[config.mk]
export PLATFORM = sky130hd
export DESIGN_NAME = scan_pin_share
export DESIGN_NICKNAME = d
export VERILOG_FILES = /design/src/design/scan_pins_pkg.sv /design/src/design/scan_pin_share.sv
export SDC_FILE = /design/constraint.sdc
export NUM_CORES = 1
export LEC_CHECK = 0
export BUFFER_PORTS_ARGS = -buffer_cell sky130_fd_sc_hd__buf_4
export CAP_MARGIN = 30
export CORE_ASPECT_RATIO = 1.5
export CORE_MARGIN = 2
export CORE_UTILIZATION = 52
export CTS_CLUSTER_DIAMETER = 150
export DETAILED_ROUTE_END_ITERATION = 6
export PLACE_DENSITY = 0.79
export SYNTH_ARGS = -nofsm -noshare
export SYNTH_HDL_FRONTEND = slang
export SYNTH_SLANG_ARGS = --single-unit
[constraint.sdc]
create_clock -name clk_i -period 2 [get_ports clk_i]
set_input_delay 0.2 -clock clk_i [delete_from_list [all_inputs] [get_ports clk_i]]
set_output_delay 0.2 -clock clk_i [all_outputs]
set_load 0.02 [all_outputs]
[src/design/scan_pins_pkg.sv]
// Constants and types for the scan port pin sharing block
`default_nettype none
package scan_pins_pkg;

  // ********************
  // Pads
  // ********************
  localparam int NPAD = 8;
  localparam int PAD_TCK = 0;
  localparam int PAD_TDI = 1;
  localparam int PAD_TDO = 2;
  localparam int PAD_TRST = 3;

  // ********************
  // Register map (byte addresses)
  // ********************
  localparam logic [7:0] ADR_CTRL = 8'h00;
  localparam logic [7:0] ADR_STATUS = 8'h04;
  localparam logic [7:0] ADR_CFG = 8'h08;
  localparam logic [7:0] ADR_OUT = 8'h0c;
  localparam logic [7:0] ADR_OEN = 8'h10;
  localparam logic [7:0] ADR_IN = 8'h14;

  localparam int CTRL_RESERVE_TRST = 0;
  localparam logic CTRL_RESERVE_RST = 1'b1;
  localparam logic [15:0] CFG_RST = 16'h0000;
  localparam logic [7:0] OUT_RST = 8'h00;
  localparam logic [7:0] OEN_RST = 8'h00;

  // ********************
  // Scan logic
  // ********************
  localparam int IR_LEN = 4;
  localparam logic [3:0] IR_CAPTURE = 4'h1;
  localparam logic [2:0] TLR_TMS_HIGH_CYCLES = 3'h5;
  localparam logic [1:0] FUSE_SETTLE = 2'h3;

  typedef enum logic [3:0] {
    TAP_RESET = 4'b0000,
    TAP_IDLE = 4'b0001,
    TAP_SEL_DR = 4'b0010,
    TAP_CAP_DR = 4'b0011,
    TAP_SHIFT_DR = 4'b0100,
    TAP_EXIT1_DR = 4'b0101,
    TAP_PAUSE_DR = 4'b0110,
    TAP_EXIT2_DR = 4'b0111,
    TAP_UPD_DR = 4'b1000,
    TAP_SEL_IR = 4'b1001,
    TAP_CAP_IR = 4'b1010,
    TAP_SHIFT_IR = 4'b1011,
    TAP_EXIT1_IR = 4'b1100,
    TAP_PAUSE_IR = 4'b1101,
    TAP_EXIT2_IR = 4'b1110,
    TAP_UPD_IR = 4'b1111
  } tap_state_t;

  typedef enum logic [1:0] {
    PIO_IN = 2'b00,
    PIO_OUT = 2'b01,
    PIO_TRI = 2'b10,
    PIO_BIDIR = 2'b11
  } pio_mode_t;

  typedef struct packed {
    logic [3:0] tap;
    logic pwr_ok;
    logic scan_active;
    logic dedicated;
  } status_t;

endpackage
`default_nettype wire

[src/design/scan_pin_share.sv]
// Scan port pin sharing: mode fuse, scan state machine, user pad control
//
// Design decisions made here: register access over Wishbone and the register addresses.
`default_nettype none

// What this block does
// - Fuse blown selects dedicated test mode, fuse unprogrammed selects flexible mode.
// - Dedicated mode never hands TCK, TDI, TDO to user logic.
// - Dedicated mode handles TMS exactly as the standard scan state machine.
// - TMS and TDI pull-ups on in dedicated mode, off in flexible mode.
// - Flexible mode takes the shared pins for scan on TCK rise with TMS low.
// - Shared pins stay in scan function until test-logic-reset, then return.
// - Five TCK rises with TMS high reach test-logic-reset from any state.
// - Reserved scan reset pin is an active-low scan reset with pull-up.
// - Unreserved scan reset pin is user I/O with pull-up off.
// - All pads stay high impedance until power is good.
// - Each pad is set up as input, output, tristate or bidirectional.
module scan_pin_share
  import scan_pins_pkg::*;
(
  // Clock and reset
  input wire logic clk_i,
  input wire logic rst_i,
  // Wishbone slave
  input wire logic cyc_i,
  input wire logic stb_i,
  input wire logic we_i,
  input wire logic [7:0] adr_i,
  input wire logic [3:0] sel_i,
  input wire logic [31:0] dat_i,
  output logic [31:0] dat_o,
  output logic ack_o,
  // Straps and power
  input wire logic fuse_blown_i,
  input wire logic pwr_ok_i,
  // Pads
  input wire logic tms_i,
  input wire logic [NPAD-1:0] pad_i,
  output logic [NPAD-1:0] pad_o,
  output logic [NPAD-1:0] pad_oe_o,
  // Pull-up enables
  output logic tms_pu_o,
  output logic tdi_pu_o,
  output logic trst_pu_o
);

  // ********************
  // Input synchronisers
  // ********************
  logic [NPAD-1:0] pad_s1_r, pad_s2_r;
  logic [2:0] misc_s1_r, misc_s2_r;
  logic tck_d_r, tms_s, fuse_s, pwr_s, tck_rise, tck_fall;

  always_ff @(posedge clk_i) begin
    pad_s1_r <= pad_i;
    pad_s2_r <= pad_s1_r;
    misc_s1_r <= {pwr_ok_i, fuse_blown_i, tms_i};
    misc_s2_r <= misc_s1_r;
    tck_d_r <= pad_s2_r[PAD_TCK];
  end

  assign {pwr_s, fuse_s, tms_s} = misc_s2_r;
  assign tck_rise = pad_s2_r[PAD_TCK] & ~tck_d_r;
  assign tck_fall = ~pad_s2_r[PAD_TCK] & tck_d_r;

  // ********************
  // Fuse capture
  // ********************
  // The fuse is read once, after the synchroniser has filled, then frozen
  logic [1:0] fuse_cnt_r;
  logic fuse_done_r, dedicated_r;

  always_ff @(posedge clk_i) begin
    if (rst_i) begin
      fuse_cnt_r <= 2'h0;
      fuse_done_r <= 1'b0;
      dedicated_r <= 1'b0;
    end else if (!fuse_done_r) begin
      fuse_cnt_r <= fuse_cnt_r + 2'h1;
      if (fuse_cnt_r == FUSE_SETTLE) begin
        fuse_done_r <= 1'b1;
        dedicated_r <= fuse_s;
      end
    end
  end

  AST_FUSE_FROZEN: assert property (@(posedge clk_i) disable iff (rst_i)
    fuse_done_r |=> $stable(dedicated_r) && fuse_done_r)
    else $error("Mode changed after fuse capture");

  // ********************
  // Registers
  // ********************
  logic reserve_r, ack_r, req, wr;
  logic [15:0] cfg_r;
  logic [7:0] out_r, oen_r;
  logic [31:0] dat_r;
  assign req = cyc_i & stb_i & ~ack_r;
  assign wr = req & we_i;

  always_ff @(posedge clk_i) begin
    if (rst_i) begin
      reserve_r <= CTRL_RESERVE_RST;
      cfg_r <= CFG_RST;
      out_r <= OUT_RST;
      oen_r <= OEN_RST;
    end else if (wr) begin
      if (adr_i == ADR_CTRL && sel_i[0]) begin
        reserve_r <= dat_i[CTRL_RESERVE_TRST];
      end
      if (adr_i == ADR_CFG && sel_i[0]) begin
        cfg_r[7:0] <= dat_i[7:0];
      end
      if (adr_i == ADR_CFG && sel_i[1]) begin
        cfg_r[15:8] <= dat_i[15:8];
      end
      if (adr_i == ADR_OUT && sel_i[0]) begin
        out_r <= dat_i[7:0];
      end
      if (adr_i == ADR_OEN && sel_i[0]) begin
        oen_r <= dat_i[7:0];
      end
    end
  end

  // ********************
  // Scan state machine
  // ********************
  tap_state_t tap_r, tap_nxt;
  logic trst_s;
  assign trst_s = reserve_r & ~pad_s2_r[PAD_TRST];

  function automatic tap_state_t tap_step(input tap_state_t s, input logic m);
    tap_state_t n;
    n = s;
    unique case (s)
      TAP_RESET: n = m ? TAP_RESET : TAP_IDLE;
      TAP_IDLE: n = m ? TAP_SEL_DR : TAP_IDLE;
      TAP_SEL_DR: n = m ? TAP_SEL_IR : TAP_CAP_DR;
      TAP_CAP_DR: n = m ? TAP_EXIT1_DR : TAP_SHIFT_DR;
      TAP_SHIFT_DR: n = m ? TAP_EXIT1_DR : TAP_SHIFT_DR;
      TAP_EXIT1_DR: n = m ? TAP_UPD_DR : TAP_PAUSE_DR;
      TAP_PAUSE_DR: n = m ? TAP_EXIT2_DR : TAP_PAUSE_DR;
      TAP_EXIT2_DR: n = m ? TAP_UPD_DR : TAP_SHIFT_DR;
      TAP_UPD_DR: n = m ? TAP_SEL_DR : TAP_IDLE;
      TAP_SEL_IR: n = m ? TAP_RESET : TAP_CAP_IR;
      TAP_CAP_IR: n = m ? TAP_EXIT1_IR : TAP_SHIFT_IR;
      TAP_SHIFT_IR: n = m ? TAP_EXIT1_IR : TAP_SHIFT_IR;
      TAP_EXIT1_IR: n = m ? TAP_UPD_IR : TAP_PAUSE_IR;
      TAP_PAUSE_IR: n = m ? TAP_EXIT2_IR : TAP_PAUSE_IR;
      TAP_EXIT2_IR: n = m ? TAP_UPD_IR : TAP_SHIFT_IR;
      TAP_UPD_IR: n = m ? TAP_SEL_DR : TAP_IDLE;
    endcase
    return n;
  endfunction

  always_comb begin
    tap_nxt = tap_r;
    if (trst_s) begin
      tap_nxt = TAP_RESET;
    end else if (tck_rise) begin
      tap_nxt = tap_step(tap_r, tms_s);
    end
  end

  always_ff @(posedge clk_i) begin
    if (rst_i) begin
      tap_r <= TAP_RESET;
    end else begin
      tap_r <= tap_nxt;
    end
  end

  // Shift path: instruction register and one-bit bypass
  logic [IR_LEN-1:0] ir_sh_r;
  logic bypass_r, tdo_bit_r, tdo_en_r;

  always_ff @(posedge clk_i) begin
    if (rst_i) begin
      ir_sh_r <= IR_CAPTURE;
      bypass_r <= 1'b0;
    end else if (tck_rise) begin
      if (tap_r == TAP_CAP_IR) begin
        ir_sh_r <= IR_CAPTURE;
      end else if (tap_r == TAP_SHIFT_IR) begin
        ir_sh_r <= {pad_s2_r[PAD_TDI], ir_sh_r[IR_LEN-1:1]};
      end
      if (tap_r == TAP_CAP_DR) begin
        bypass_r <= 1'b0;
      end else if (tap_r == TAP_SHIFT_DR) begin
        bypass_r <= pad_s2_r[PAD_TDI];
      end
    end
  end

  // Data out changes on the falling edge so the tester samples it stable
  always_ff @(posedge clk_i) begin
    if (rst_i) begin
      tdo_bit_r <= 1'b0;
      tdo_en_r <= 1'b0;
    end else if (tck_fall) begin
      tdo_en_r <= (tap_r == TAP_SHIFT_IR) || (tap_r == TAP_SHIFT_DR);
      tdo_bit_r <= (tap_r == TAP_SHIFT_IR) ? ir_sh_r[0] : bypass_r;
    end
  end

  // Counts consecutive TCK rises with TMS high, for checking only
  logic [2:0] hi_cnt_r;
  always_ff @(posedge clk_i) begin
    if (rst_i) begin
      hi_cnt_r <= 3'h0;
    end else if (tck_rise) begin
      if (!tms_s) begin
        hi_cnt_r <= 3'h0;
      end else if (hi_cnt_r != TLR_TMS_HIGH_CYCLES) begin
        hi_cnt_r <= hi_cnt_r + 3'h1;
      end
    end
  end

  AST_FIVE_HIGH: assert property (@(posedge clk_i) disable iff (rst_i)
    hi_cnt_r == TLR_TMS_HIGH_CYCLES |-> tap_r == TAP_RESET)
    else $error("Five TMS-high clocks did not reach reset state");

  AST_SCAN_RESET: assert property (@(posedge clk_i) disable iff (rst_i)
    (reserve_r && !pad_s2_r[PAD_TRST]) |=> tap_r == TAP_RESET)
    else $error("Scan reset pin did not reset the state machine");

  // ********************
  // Pin ownership
  // ********************
  logic scan_active_r, scan_own;

  always_ff @(posedge clk_i) begin
    if (rst_i) begin
      scan_active_r <= 1'b0;
    end else if (!dedicated_r && tck_rise && !tms_s) begin
      scan_active_r <= 1'b1;
    end else if (tap_r == TAP_RESET) begin
      scan_active_r <= 1'b0;
    end
  end

  assign scan_own = dedicated_r | scan_active_r;

  AST_FLEX_ENTRY: assert property (@(posedge clk_i) disable iff (rst_i)
    (!dedicated_r && tck_rise && !tms_s) |=> scan_active_r ##1 scan_own)
    else $error("Flexible mode did not take the pins on entry");

  AST_FLEX_RELEASE: assert property (@(posedge clk_i) disable iff (rst_i)
    (tap_r == TAP_RESET && !(tck_rise && !tms_s)) |=> !scan_active_r)
    else $error("Pins not released at reset state");

  AST_FLEX_HOLD: assert property (@(posedge clk_i) disable iff (rst_i)
    (scan_active_r && tap_r != TAP_RESET) |=> scan_active_r)
    else $error("Pins released outside reset state");

  // ********************
  // Pad drive
  // ********************
  logic [NPAD-1:0] pad_nxt, oe_nxt, in_vis;

  always_comb begin
    for (int i = 0; i < NPAD; i++) begin
      pad_nxt[i] = out_r[i];
      in_vis[i] = 1'b0;
      unique case (pio_mode_t'(cfg_r[2*i +: 2]))
        PIO_IN: begin
          oe_nxt[i] = 1'b0;
          in_vis[i] = 1'b1;
        end
        PIO_OUT: oe_nxt[i] = 1'b1;
        PIO_TRI: oe_nxt[i] = oen_r[i];
        PIO_BIDIR: begin
          oe_nxt[i] = oen_r[i];
          in_vis[i] = 1'b1;
        end
      endcase
    end
    if (scan_own) begin
      oe_nxt[PAD_TCK] = 1'b0;
      oe_nxt[PAD_TDI] = 1'b0;
      oe_nxt[PAD_TDO] = tdo_en_r;
      pad_nxt[PAD_TCK] = 1'b0;
      pad_nxt[PAD_TDI] = 1'b0;
      pad_nxt[PAD_TDO] = tdo_bit_r;
      in_vis[PAD_TDO:PAD_TCK] = 3'b000;
    end
    if (reserve_r) begin
      oe_nxt[PAD_TRST] = 1'b0;
      pad_nxt[PAD_TRST] = 1'b0;
      in_vis[PAD_TRST] = 1'b0;
    end
    if (!pwr_s) begin
      oe_nxt = '0;
    end
  end

  always_ff @(posedge clk_i) begin
    if (rst_i) begin
      pad_o <= '0;
      pad_oe_o <= '0;
      tms_pu_o <= 1'b0;
      tdi_pu_o <= 1'b0;
      trst_pu_o <= CTRL_RESERVE_RST;
    end else begin
      pad_o <= pad_nxt;
      pad_oe_o <= oe_nxt;
      tms_pu_o <= dedicated_r;
      tdi_pu_o <= dedicated_r;
      trst_pu_o <= reserve_r;
    end
  end

  AST_DEDICATED_PINS: assert property (@(posedge clk_i) disable iff (rst_i)
    dedicated_r |=> !pad_oe_o[PAD_TCK] && !pad_oe_o[PAD_TDI] && pad_o[PAD_TDO] == $past(tdo_bit_r))
    else $error("Dedicated scan pin handed to user logic");

  AST_PULLUPS: assert property (@(posedge clk_i) disable iff (rst_i)
    ##1 tms_pu_o == $past(dedicated_r) && tdi_pu_o == tms_pu_o)
    else $error("TMS or TDI pull-up does not follow the mode");

  AST_TRST_PULLUP: assert property (@(posedge clk_i) disable iff (rst_i)
    !reserve_r |=> !trst_pu_o)
    else $error("Pull-up left on an unreserved reset pin");

  AST_POWER_HIZ: assert property (@(posedge clk_i) disable iff (rst_i)
    !pwr_s |=> pad_oe_o == '0)
    else $error("Pad driven before power is good");

  AST_PIO_OUT: assert property (@(posedge clk_i) disable iff (rst_i)
    (pwr_s && cfg_r[NPAD+1:NPAD] == PIO_OUT) |=>
      pad_oe_o[NPAD/2] && pad_o[NPAD/2] == $past(out_r[NPAD/2]))
    else $error("Output-mode pad not driven");

  // ********************
  // Bus answer
  // ********************
  status_t status;
  assign status = '{tap: tap_r, pwr_ok: pwr_s, scan_active: scan_active_r,
                    dedicated: dedicated_r};

  always_ff @(posedge clk_i) begin
    if (rst_i) begin
      ack_r <= 1'b0;
      dat_r <= '0;
    end else begin
      ack_r <= req;
      dat_r <= '0;
      if (req && !we_i) begin
        unique case (adr_i)
          ADR_CTRL: dat_r <= {31'h0, reserve_r};
          ADR_STATUS: dat_r <= {25'h0, status};
          ADR_CFG: dat_r <= {16'h0, cfg_r};
          ADR_OUT: dat_r <= {24'h0, out_r};
          ADR_OEN: dat_r <= {24'h0, oen_r};
          ADR_IN: dat_r <= {24'h0, pad_s2_r & in_vis};
          default: dat_r <= '0;
        endcase
      end
    end
  end

  assign ack_o = ack_r;
  assign dat_o = dat_r;

endmodule
`default_nettype wire

# Yosys cells after proc, flatten, opt, wreduce, memory -nomap -nowiden

Cells that the tools add are included.

Register bits after elaboration: 123
Output and inout port bits: 52

$add $sub $neg: 1
Equal/unequal tests: 45
Multiplexer cells: 43
Bitwise operators: 15
Reductions and logical operators: 59

Operator list:

| operator                                                        | number |
|---|---|
| 16-bit case mux with 6 select lines                             | 1 |
| 4-bit case mux with 12 select lines                             | 1 |
| 2-bit OR reduction                                              | 23 |
| 2-bit == test, second input constant                            | 17 |
| 4-bit == test, second input constant                            | 8 |
| 4-bit two-way mux                                               | 6 |
| 1-bit case mux with 3 select lines                              | 8 |
| 1-bit two-way mux                                               | 19 |
| 2-bit by 1-bit == test with 1-bit output, second input constant | 8 |
| 4-bit by 3-bit == test with 1-bit output, second input constant | 4 |
| 8-bit by 4-bit == test with 1-bit output, second input constant | 2 |
| 8-bit by 5-bit == test with 1-bit output, second input constant | 2 |
| 2-bit zero test                                                 | 8 |
| 2-bit AND reduction                                             | 8 |
| 3-bit two-way mux                                               | 5 |
| 3-bit OR reduction                                              | 3 |
| 8-bit AND                                                       | 1 |
| 4-bit by 2-bit == test with 1-bit output, second input constant | 2 |
| 8-bit by 3-bit == test with 1-bit output, second input constant | 1 |
| 1-bit logical AND                                               | 8 |
| 8-bit zero test                                                 | 1 |
| 1-bit inverter                                                  | 7 |
| 1-bit AND                                                       | 6 |
| 2-bit two-way mux                                               | 3 |
| other kinds (7)                                                 | 11 |

# Longest topological paths before layout

Gate-level depths: netlist of the first run.

Depth after elaboration: 6
Depth in mapped cells: 6
Gate-level depth less buffers: 4

# Least setup slack after synthesis of the first run

Ideal clock, no wire load.

Kind: input to register
Start point: in adr_i[0]
End point: reg cfg_r[10]
Setup time: 0.128 ns
Arrival: 1.690 ns
Path slack: 0.182 ns
Stages on the path: 5
Path buffers: 1
Path through: or4_4 > buf_6 > nor4_4 > mux2i_1 > nor2_1

Word-level cells in the longest chain between the ends: 3

Ends and longest elaborated chain:

| what                                     | RTL line              | source |
|---|---|---|
| from (decl)                              | scan_pin_share.sv:28  | `input wire logic [7:0] adr_i,` |
| 8-bit by 4-bit == test with 1-bit output | scan_pin_share.sv:114 | `if (adr_i == ADR_CFG && sel_i[1]) begin` |
| 1-bit logical AND                        | scan_pin_share.sv:114 |  |
| 2-bit AND reduction (no source line)     | n/a                   |  |
| to (signal assigned)                     | scan_pin_share.sv:115 | `cfg_r[15:8] <= dat_i[15:8];` |
| to (decl)                                | scan_pin_share.sv:95  | `logic [15:0] cfg_r;` |

Every way passes these cells.
A chain may end at the register's enable or synchronous reset.

# Worst setup path in the final report of the first run

Start point: reg tap_r[0]
End point: reg tdo_bit_r

Word-level cells in the longest chain between the ends: 2

Ends and longest elaborated chain:

| what                   | RTL line              | source |
|---|---|---|
| from (decl)            | scan_pin_share.sv:129 | `tap_state_t tap_r, tap_nxt;` |
| from (signal assigned) | scan_pin_share.sv:170 | `tap_r <= tap_nxt;` |
| 4-bit == test          | scan_pin_share.sv:203 | `tdo_bit_r <= (tap_r == TAP_SHIFT_IR) ? ir_sh_r[0] : bypass_r;` |
| 1-bit two-way mux      | scan_pin_share.sv:203 |  |
| to (signal assigned)   | scan_pin_share.sv:203 |  |
| to (decl)              | scan_pin_share.sv:176 | `logic bypass_r, tdo_bit_r, tdo_en_r;` |

Every way passes these cells.

==> results of run 1 <==
power by group through the flow:
stage               Clock, mW  Combinational [mW]  Sequential [mW]
floorplan                   0               0.185             2.24
global placement            0               0.255             2.25
detailed placement          0               0.262             2.25
CTS                      1.73               0.281             2.20
global route             1.82               0.309             2.21
finish                   1.71               0.280             2.20
cells in the final DEF (no fill, tap or decap), types with 5 or more instances in the layout:
cell             n
dfxtp_1        107
buf_4           85
nor2_1          41
mux2i_1         32
nor2b_1         18
o21ai_0         18
nand2b_1        17
a21oi_1         16
conb_1          16
nand3b_1        15
nand2_1         14
and2_1          13
dlygate4sd3_1   11
nor3_1           9
xnor2_1          9
clkbuf_16        9
o22ai_1          8
a22oi_1          5
nor3b_1          5
a31oi_1          5
worst max-delay path by stage:
stage	slack, ps	to	start	cells past startpoint
2_1_floorplan	180	cfg_r[10]	adr_i[0]	5
3_3_place_gp	210	dat_o[14]	adr_i[0]	5
3_5_place_dp	180	oen_r[2]	adr_i[0]	6
4_1_cts	310	tdo_bit_r	tap_r[0]	4
5_1_grt	170	tdo_bit_r	tap_r[0]	4
6_report	330	tdo_bit_r	tap_r[0]	4
area by class of cell:
type	count	share of cell area
inverter	4	0.00285
sequential	107	0.406
multi-input combinational	292	0.363
clock buffer	12	0.0467
clock inverter	2	0.00712
timing repair buffer	98	0.150
tap	105	0.0249
kinds of logic (layout without fill, tap and decap cells):
family | count (synthesis) | in the layout | synth area share
flip-flops | 107 | 107 | 0.505
XOR/XNOR | 11 | 11 | 0.0227
buffers and inverters | 45 | 116 | 0.0570
AND/OR/NAND/NOR | 161 | 161 | 0.229
adder cells (fa/ha/maj) | 1 | 1 | 0.00295
other | 1 | 16 | 0.000885
multiplexers | 36 | 36 | 0.0862
AO/OA/AOI/OAI | 67 | 67 | 0.0962
routing by layer:
metal,GRT usage,wire [um],up-vias
li1,-,-,1625
met1,0.241,3570,1516
met3,0.0481,455,17
met5,0,0,-
met4,0.100,206,0
met2,0.403,5070,86
per-stage QoR:
stage,hold slack (ps),instances,utilization,area [um2],worst slack (ps)
floorplan,228,444,-,4300,182
global placement,304,595,0.613,4880,208
detailed placement,306,595,0.613,4880,178
CTS,37.6,620,0.663,5270,310
global route,47.6,620,0.663,5270,167
finish,41.5,620,0.663,5270,328
state kept, by name, indices dropped and copies added (netlist names), 2 cells and up:
signal / flops
cfg_r: 16
dat_o: 16
fuse_cnt_r: 2
ir_sh_r: 4
misc_s1_r: 3
misc_s2_r: 3
oen_r: 8
out_r: 8
pad_o: 8
pad_oe_o: 8
pad_s1_r: 8
pad_s2_r: 8
tap_r: 4
==> impl_metrics.csv, run 1 <==
group,metric,value,unit
layout,layout.nets,573,
yosys,synth_top_flop_cell,"dfxtp_1",
setup_path,r2r_setup_slack,330,ps
layout,multiInputGateArea,1910,um2
grt,grt_pass1_wl,15.4,mm
yosys,synth.most_common_cell,"dfxtp_1",
outcome,status,"completed",
layout,drive_gt1_frac,0.210,
run,drv_cap,0,
timing,tightest_slew,631,ps
yosys,ys_top_cells_by_count,"dfxtp_1, nor2_1, mux2i_1, clkbuf_1",
pwr,p_sw_frac,0.214,
setup_path,rr_worst_depth,4,
worst_hold_path,hold_depth,2,
worst_hold_path,worstHoldStart,"rst_i",
pwr,peakVddDrop,597,uV
timing,slew_violations,0,
worst_hold_path,worstHoldPathType,"primary input to flip-flop",
timing,hold_violations,0,
setup_path,crit_arrival,1880,ps
routing,via_per_inst,5.23,
yosys,synthArstFlopShare,0,
die,boundaryPins,112,
grt,antenna_found_initial,0,
cts,cts_tree,"yes",
setup_path,crit_type,"flip-flop to flip-flop",
layout,regArea,2140,um2
pwr,combPwrFrac,0.067,
die,die_w,77.7,um
cts,insertion_delay,340,ps
pwr,leakage,2.06,nW
cts,post-cts-setup-buffer-count,0,
routing,drt_pass1_iterations,7,
cts,h-tree-depth,3,
layout,diodes,0,
timing,finalSetupTns,0,ps
die,initial_core_util,0.533,
yosys,yosys.area.top_type,"dfxtp_1",
cts,clockRootBuffer,"clkbuf_16",
routing,totalWireLength,9.30,mm
pwr,clock_power_share,0.408,
cts,clk_pin_slew,70,ps
yosys,synth_edf_count,0,
layout,area_growth,24.4,%
die,die-area,8910,um2
pwr,p_per_area,796,nW/um2
cts,hold_buffers,11,
routing,initialDrtViolationCount,157,
timing,maxSlewHeadroom,0.578,
grt,grtUsageTotal,0.221,
layout,fillCellCount,664,
timing,setup_viol,0,
cts,cts.sinks,107,
setup_path,crit_family,"flip-flops",
die,placementRows,40,
worst_hold_path,hold_end,"ack_o",
yosys,ys_ff_latch,107,
timing,finalClockSkew,6.38,ps
cts,cts.path.max_buffers,2,
setup_path,r2r-end,"tdo_bit_r",
timing,max_freq,598,MHz
setup_path,r2r_start,"tap_r[0]",
cts,post_cts_resize_count,0,
pwr,cell_internal_pwr,3.30,mW
yosys,synth_area_per_cell,9.88,um2
pwr,p_seq_frac,0.525,
yosys,yosysWarnings,0,
yosys,syn_inst,429,
routing,dr_total_vias,3244,
setup_path,crit_slowest_cell,"dfxtp_1",
timing,fin_crit_sh,0.836,
setup_path,crit_fanout,16,
routing,ant_nets,0,
setup_path,crit_buf_inv,1,
yosys,syn-cell-area,4240,um2
setup_path,cp-start-kind,"flip-flop",
cts,numCtsBuffers,9,
grt,grt-ovfl-total,0,
die,coreArea,7960,um2
placement,hpwl,6.54,mm
pwr,p_switching,0.900,mW
placement,numPortBuffers,77,
grt,grt_pass1_vias,3245,
die,die_y,115,um
routing,wl_per_cell,15.0,um
routing,drcViolationCount,0,
setup_path,crit_required,2200,ps
yosys,synth_area_leaders,"dfxtp_1, mux2i_1, nor2_1, buf_4, nand3b_1",
yosys,ys_types,51,
timing,rsz0062_at_grt,"false",
yosys,ys_seq_area_frac,0.505,
pwr,p_total,4.20,mW
setup_path,cp_cell_sequence,"inv_1 -> nor3_1 -> mux2i_1 -> a211oi_1",
placement,globalplace.congestion,0.886,
setup_path,max_stage_delay,670,ps
setup_path,end_kind,"flip-flop",
yosys,yosysTopAreaCellShare,0.505,
grt,grt_max_degree,61,
timing,period_needed,1670,ps
Note: power is estimated with default switching activity, not from simulation.
==> run 2: changes to the inputs <==
Settings changed: CORE_UTILIZATION 52 to 47, PLACE_DENSITY 0.79 to 0.75.
Clock period 2 ns to 1.3 ns, I/O delays scaled along.
==> impl_metrics.csv, run 2 (synthesis gave the netlist of run 1 again) <==
group,metric,value,unit
pwr,p_per_area,1180,nW/um2
setup_path,end_kind,"flip-flop",
die,die_y,120,um
pwr,p_sw_frac,0.217,
die,boundaryPins,112,
routing,via_per_inst,5.15,
grt,grt_pass1_vias,3250,
pwr,combPwrFrac,0.076,
timing,max_freq,698,MHz
routing,totalWireLength,9.73,mm
cts,clk_pin_slew,70,ps
timing,period_needed,1430,ps
routing,drcViolationCount,0,
cts,hold_buffers,11,
pwr,peakVddDrop,841,uV
layout,multiInputGateArea,1950,um2
pwr,p_seq_frac,0.517,
die,initial_core_util,0.483,
pwr,clock_power_share,0.407,
grt,antenna_found_initial,0,
timing,finalHoldWorstSlack,-29.6,ps
cts,insertion_delay,340,ps
routing,dr_total_vias,3358,
timing,layout_setup_ws,-133,ps
routing,wl_per_cell,14.9,um
timing,fin_crit_sh,1.10,
worst_hold_path,worstHoldPathType,"primary input to flip-flop",
grt,grt_pass1_wl,15.3,mm
setup_path,crit_arrival,1660,ps
die,die_w,81.5,um
placement,globalplace.congestion,0.887,
timing,setup_viol,38,
layout,diodes,0,
layout,area_growth,31.3,%
placement,numPortBuffers,77,
cts,h-tree-depth,3,
placement,hpwl,7.04,mm
routing,initialDrtViolationCount,131,
cts,cts.sinks,107,
outcome,status,"complete, but fails checks",
die,placementRows,42,
layout,final_common_cell,"buf_4",
routing,drt_pass1_iterations,4,
layout,layout.nets,599,
timing,hold_violations,1,
outcome,violations,"negative hold slack, negative setup slack",
die,die-area,9810,um2
cts,numCtsBuffers,9,
layout,mostFrequentLayoutCells,"buf_4, dfxtp_1, nor2_1, mux2i_1, nor2b_1",
cts,cts.path.max_buffers,2,
pwr,leakage,2.22,nW
setup_path,crit_required,1520,ps
routing,ant_nets,0,
setup_path,crit_type,"flip-flop to flip-flop",
placement,pre_cts_ws,-415,ps
cts,cts_tree,"yes",
layout,fillCellCount,709,
setup_path,cp-start-kind,"flip-flop",
die,coreArea,8780,um2
cts,clockRootBuffer,"clkbuf_16",
layout,drive_gt1_frac,0.273,
timing,rsz0062_at_grt,"true",
setup_path,crit_fanout,8,
pwr,p_switching,1.42,mW
layout,regArea,2150,um2
grt,grt_max_degree,43,
grt,grt-ovfl-total,0,
pwr,cell_internal_pwr,5.12,mW
timing,finalClockSkew,6.40,ps
grt,grtUsageTotal,0.205,
run,drv_cap,0,
timing,slew_violations,0,
## run 2: cell types whose count changed in the layout (fill, tap and decap cells not counted), sizes merged
| cell | previous run | this run |
|---|---|---|
| buf | 87 | 113 |
| clkinv | 0 | 2 |
| clkbuf | 12 | 11 |
## run 2: worst max-delay path, cell delays in order, from the launching register on
cell and delay, ps:
dfxtp_2 340, nand4b_1 190, buf_6 160, nor4_4 200
buf_12 180, mux2i_1 200, nor2_1 50
## run 2: layout make-up
type | instances | area share
flip-flops and latches | 107 | 0.386
clock inverters | 4 | 0.00922
multi-input cells | 292 | 0.351
clock buffers | 11 | 0.0436
repair buffers | 124 | 0.183
well taps | 110 | 0.0247
inverters | 4 | 0.00270
## run 2: what timing repair did
action                                 4_1_cts  5_1_grt
setup endpoints to repair                   44       54
endpoints found under the hold margin       12        1
pin swaps                                    4        4
gates resized for setup                     15       12
setup buffers                                0        0
## run 2: power groups by stage
stage	combinational, mW	sequential, mW	clock, mW
final	0.498	3.39	2.66
after detailed placement	0.459	3.46	0
after global placement	0.449	3.46	0
after floorplan	0.287	3.45	0
after global routing	0.540	3.39	2.83
after CTS	0.494	3.39	2.72
## run 2: final timing paths
check                                  from          end  slack (ps)  cells after the start
worst min-delay path                  rst_i        ack_o         -30                      2
worst max register to register        ack_o     oen_r[6]        -130                      6
worst max-delay path                  ack_o     oen_r[6]        -130                      6
worst min register to register  pad_s1_r[0]  pad_s2_r[0]         330                      0
## run 2: stage by stage
stage,std cells,setup TNS [ps],power [mW],instance area (um2),util
6_report,652,-2470,6.55,5570,0.634
5_1_grt,652,-5750,6.77,5570,0.634
4_1_cts,652,-2350,6.60,5540,0.632
3_5_place_dp,626,-14970,3.92,5110,0.583
3_3_place_gp,626,-13620,3.91,5110,0.583
2_1_floorplan,444,-9430,3.74,4310,-
## run 2: metal layers
layer  GRT usage  share of wire  wire length, um
met1       0.232           0.40             3890
met2       0.367           0.54             5250
met3      0.0381          0.034              329
met4      0.0869          0.026              257
met5           0              0                0
==> run 3: changes to the inputs <==
Settings changed: CORE_ASPECT_RATIO 1.5 to 2, GPL_TIMING_DRIVEN from default to 0.
==> impl_metrics.csv, run 3 (synthesis gave the netlist of run 1 again) <==
group,metric,value,unit
outcome,status,"complete, but fails checks",
outcome,violations,"negative setup slack",
timing,slew_violations,0,
placement,placed_area,5000,um2
setup_path,r2r-end,"dat_o[15]",
setup_path,r2r_start,"ack_o",
layout,final_common_cell,"dfxtp_1",
die,die_w,71.2,um
cts,cts.path.max_buffers,2,
cts,cts_tree,"yes",
setup_path,crit_required,1600,ps
die,initial_core_util,0.477,
timing,finalSetupTns,-8050,ps
cts,cts.sinks,107,
cts,clockRootBuffer,"clkbuf_16",
setup_path,crit_type,"flip-flop to flip-flop",
routing,dr.max_layer_used,"met4",
routing,wl_per_cell,17.6,um
routing,met3WireLength,520,um
timing,period_needed,1580,ps
pwr,peakVddDrop,860,uV
die,die_y,138,um
placement,globalplace.congestion,0.911,
pwr,p_per_area,1160,nW/um2
die,coreArea,8890,um2
grt,grt_max_degree,19,
timing,max_freq,633,MHz
setup_path,r2r_setup_slack,-280,ps
routing,initialDrtViolationCount,157,
timing,rsz0062_at_grt,"true",
setup_path,rr_worst_depth,4,
placement,pre_cts_ws,-810,ps
timing,finalClockSkew,7.74,ps
setup_path,end_kind,"flip-flop",
routing,via_per_inst,5.37,
routing,ant_nets,0,
setup_path,crit_fanout,8,
die,boundaryPins,112,
grt,grt-ovfl-total,0,
timing,fin_crit_sh,1.21,
placement,hpwl,8.29,mm
layout,diodes,0,
cts,clk_pin_slew,70,ps
layout,area_growth,33.6,%
timing,maxSlewHeadroom,0.629,
cts,insertion_delay,350,ps
layout,final_cell_area,5670,um2
timing,setup_viol,48,
layout,drive_gt1_frac,0.293,
placement,numPortBuffers,75,
timing,layout_setup_ws,-279,ps
routing,drcViolationCount,0,
grt,grt_pass1_wl,17.8,mm
layout,mostFrequentLayoutCells,"dfxtp_1, buf_4, nor2_1, mux2i_1, nor2b_1",
cts,numCtsBuffers,9,
die,placementRows,49,
routing,totalWireLength,11.6,mm
worst_hold_path,worstHoldStart,"dat_i[14]",
layout,fillCellCount,682,
grt,antenna_found_initial,0,
cts,h-tree-depth,3,
run,drv_cap,0,
timing,finalHoldWorstSlack,18.2,ps
grt,grt_pass1_vias,3656,
layout,layout.nets,613,
pwr,leakage,2.28,nW
die,die-area,9840,um2
grt,grtUsageTotal,0.236,
routing,dr_total_vias,3537,
setup_path,cp-start-kind,"flip-flop",
routing,drt_pass1_iterations,5,
worst_hold_path,hold_depth,3,
timing,hold_violations,0,
routing,wl_met1,3.85,mm
worst_hold_path,worstHoldPathType,"primary input to flip-flop",
setup_path,crit_arrival,1880,ps
routing,met2WireLength,6.59,mm
timing,tightest_slew,551,ps
worst_hold_path,hold_end,"cfg_r[14]",
run 3: per-stage QoR:
step / total power, mW / std cells / utilization
finish: 6.55 / 659 / 0.637
CTS: 6.56 / 656 / 0.626
detailed placement: 3.94 / 621 / 0.563
global route: 6.75 / 659 / 0.637
global placement: 3.93 / 621 / 0.563
floorplan: 3.74 / 444 / -
run 3: worst max-delay path by stage:
stage | startpoint | end | cells past startpoint
2_1_floorplan | adr_i[0] | cfg_r[10] | 5
3_3_place_gp | adr_i[0] | oen_r[4] | 6
3_5_place_dp | adr_i[0] | oen_r[4] | 6
4_1_cts | ack_o | oen_r[6] | 6
5_1_grt | ack_o | dat_o[15] | 4
6_report | ack_o | dat_o[15] | 4
run 3: layout make-up:
cell class	count	area, um2	area share
Tap cell	102	128	0.0225
Clock inverter	5	42.5	0.00751
Inverter	4	15.0	0.00265
Clock buffer	11	243	0.0428
Buffer	38	268	0.0473
Sequential cell	107	2150	0.380
Timing Repair Buffer	100	827	0.146
Multi-Input combinational cell	292	1990	0.351
run 3: repair_timing:
action,in CTS,in global routing
resized for setup,25,50
hold endpoints to repair,11,0
pin swaps,6,1
endpoints found under the setup margin,61,59
buffers inserted,10,3
gates cloned,1,1
hold buffers,11,0
run 3: worst max-delay path, cell delays in order (launching register included):
cell      delay, ps
dfxtp_4         360
nor4bb_4        300
nor4b_4         360
and3b_2         340
and2_4          170
run 3: power breakdown:
part | internal [mW] | total, mW | switching (mW)
logic | 0.251 | 0.532 | 0.281
registers | 3.34 | 3.38 | 0.0453
clock network | 1.38 | 2.63 | 1.25
total | 4.97 | 6.55 | 1.58
run 3: per-layer routing:
layer	GRT usage	vias to the layer above
li1	-	1701
met1	0.215	1647
met2	0.443	149
met3	0.0430	40
met4	0.169	0
met5	0	-
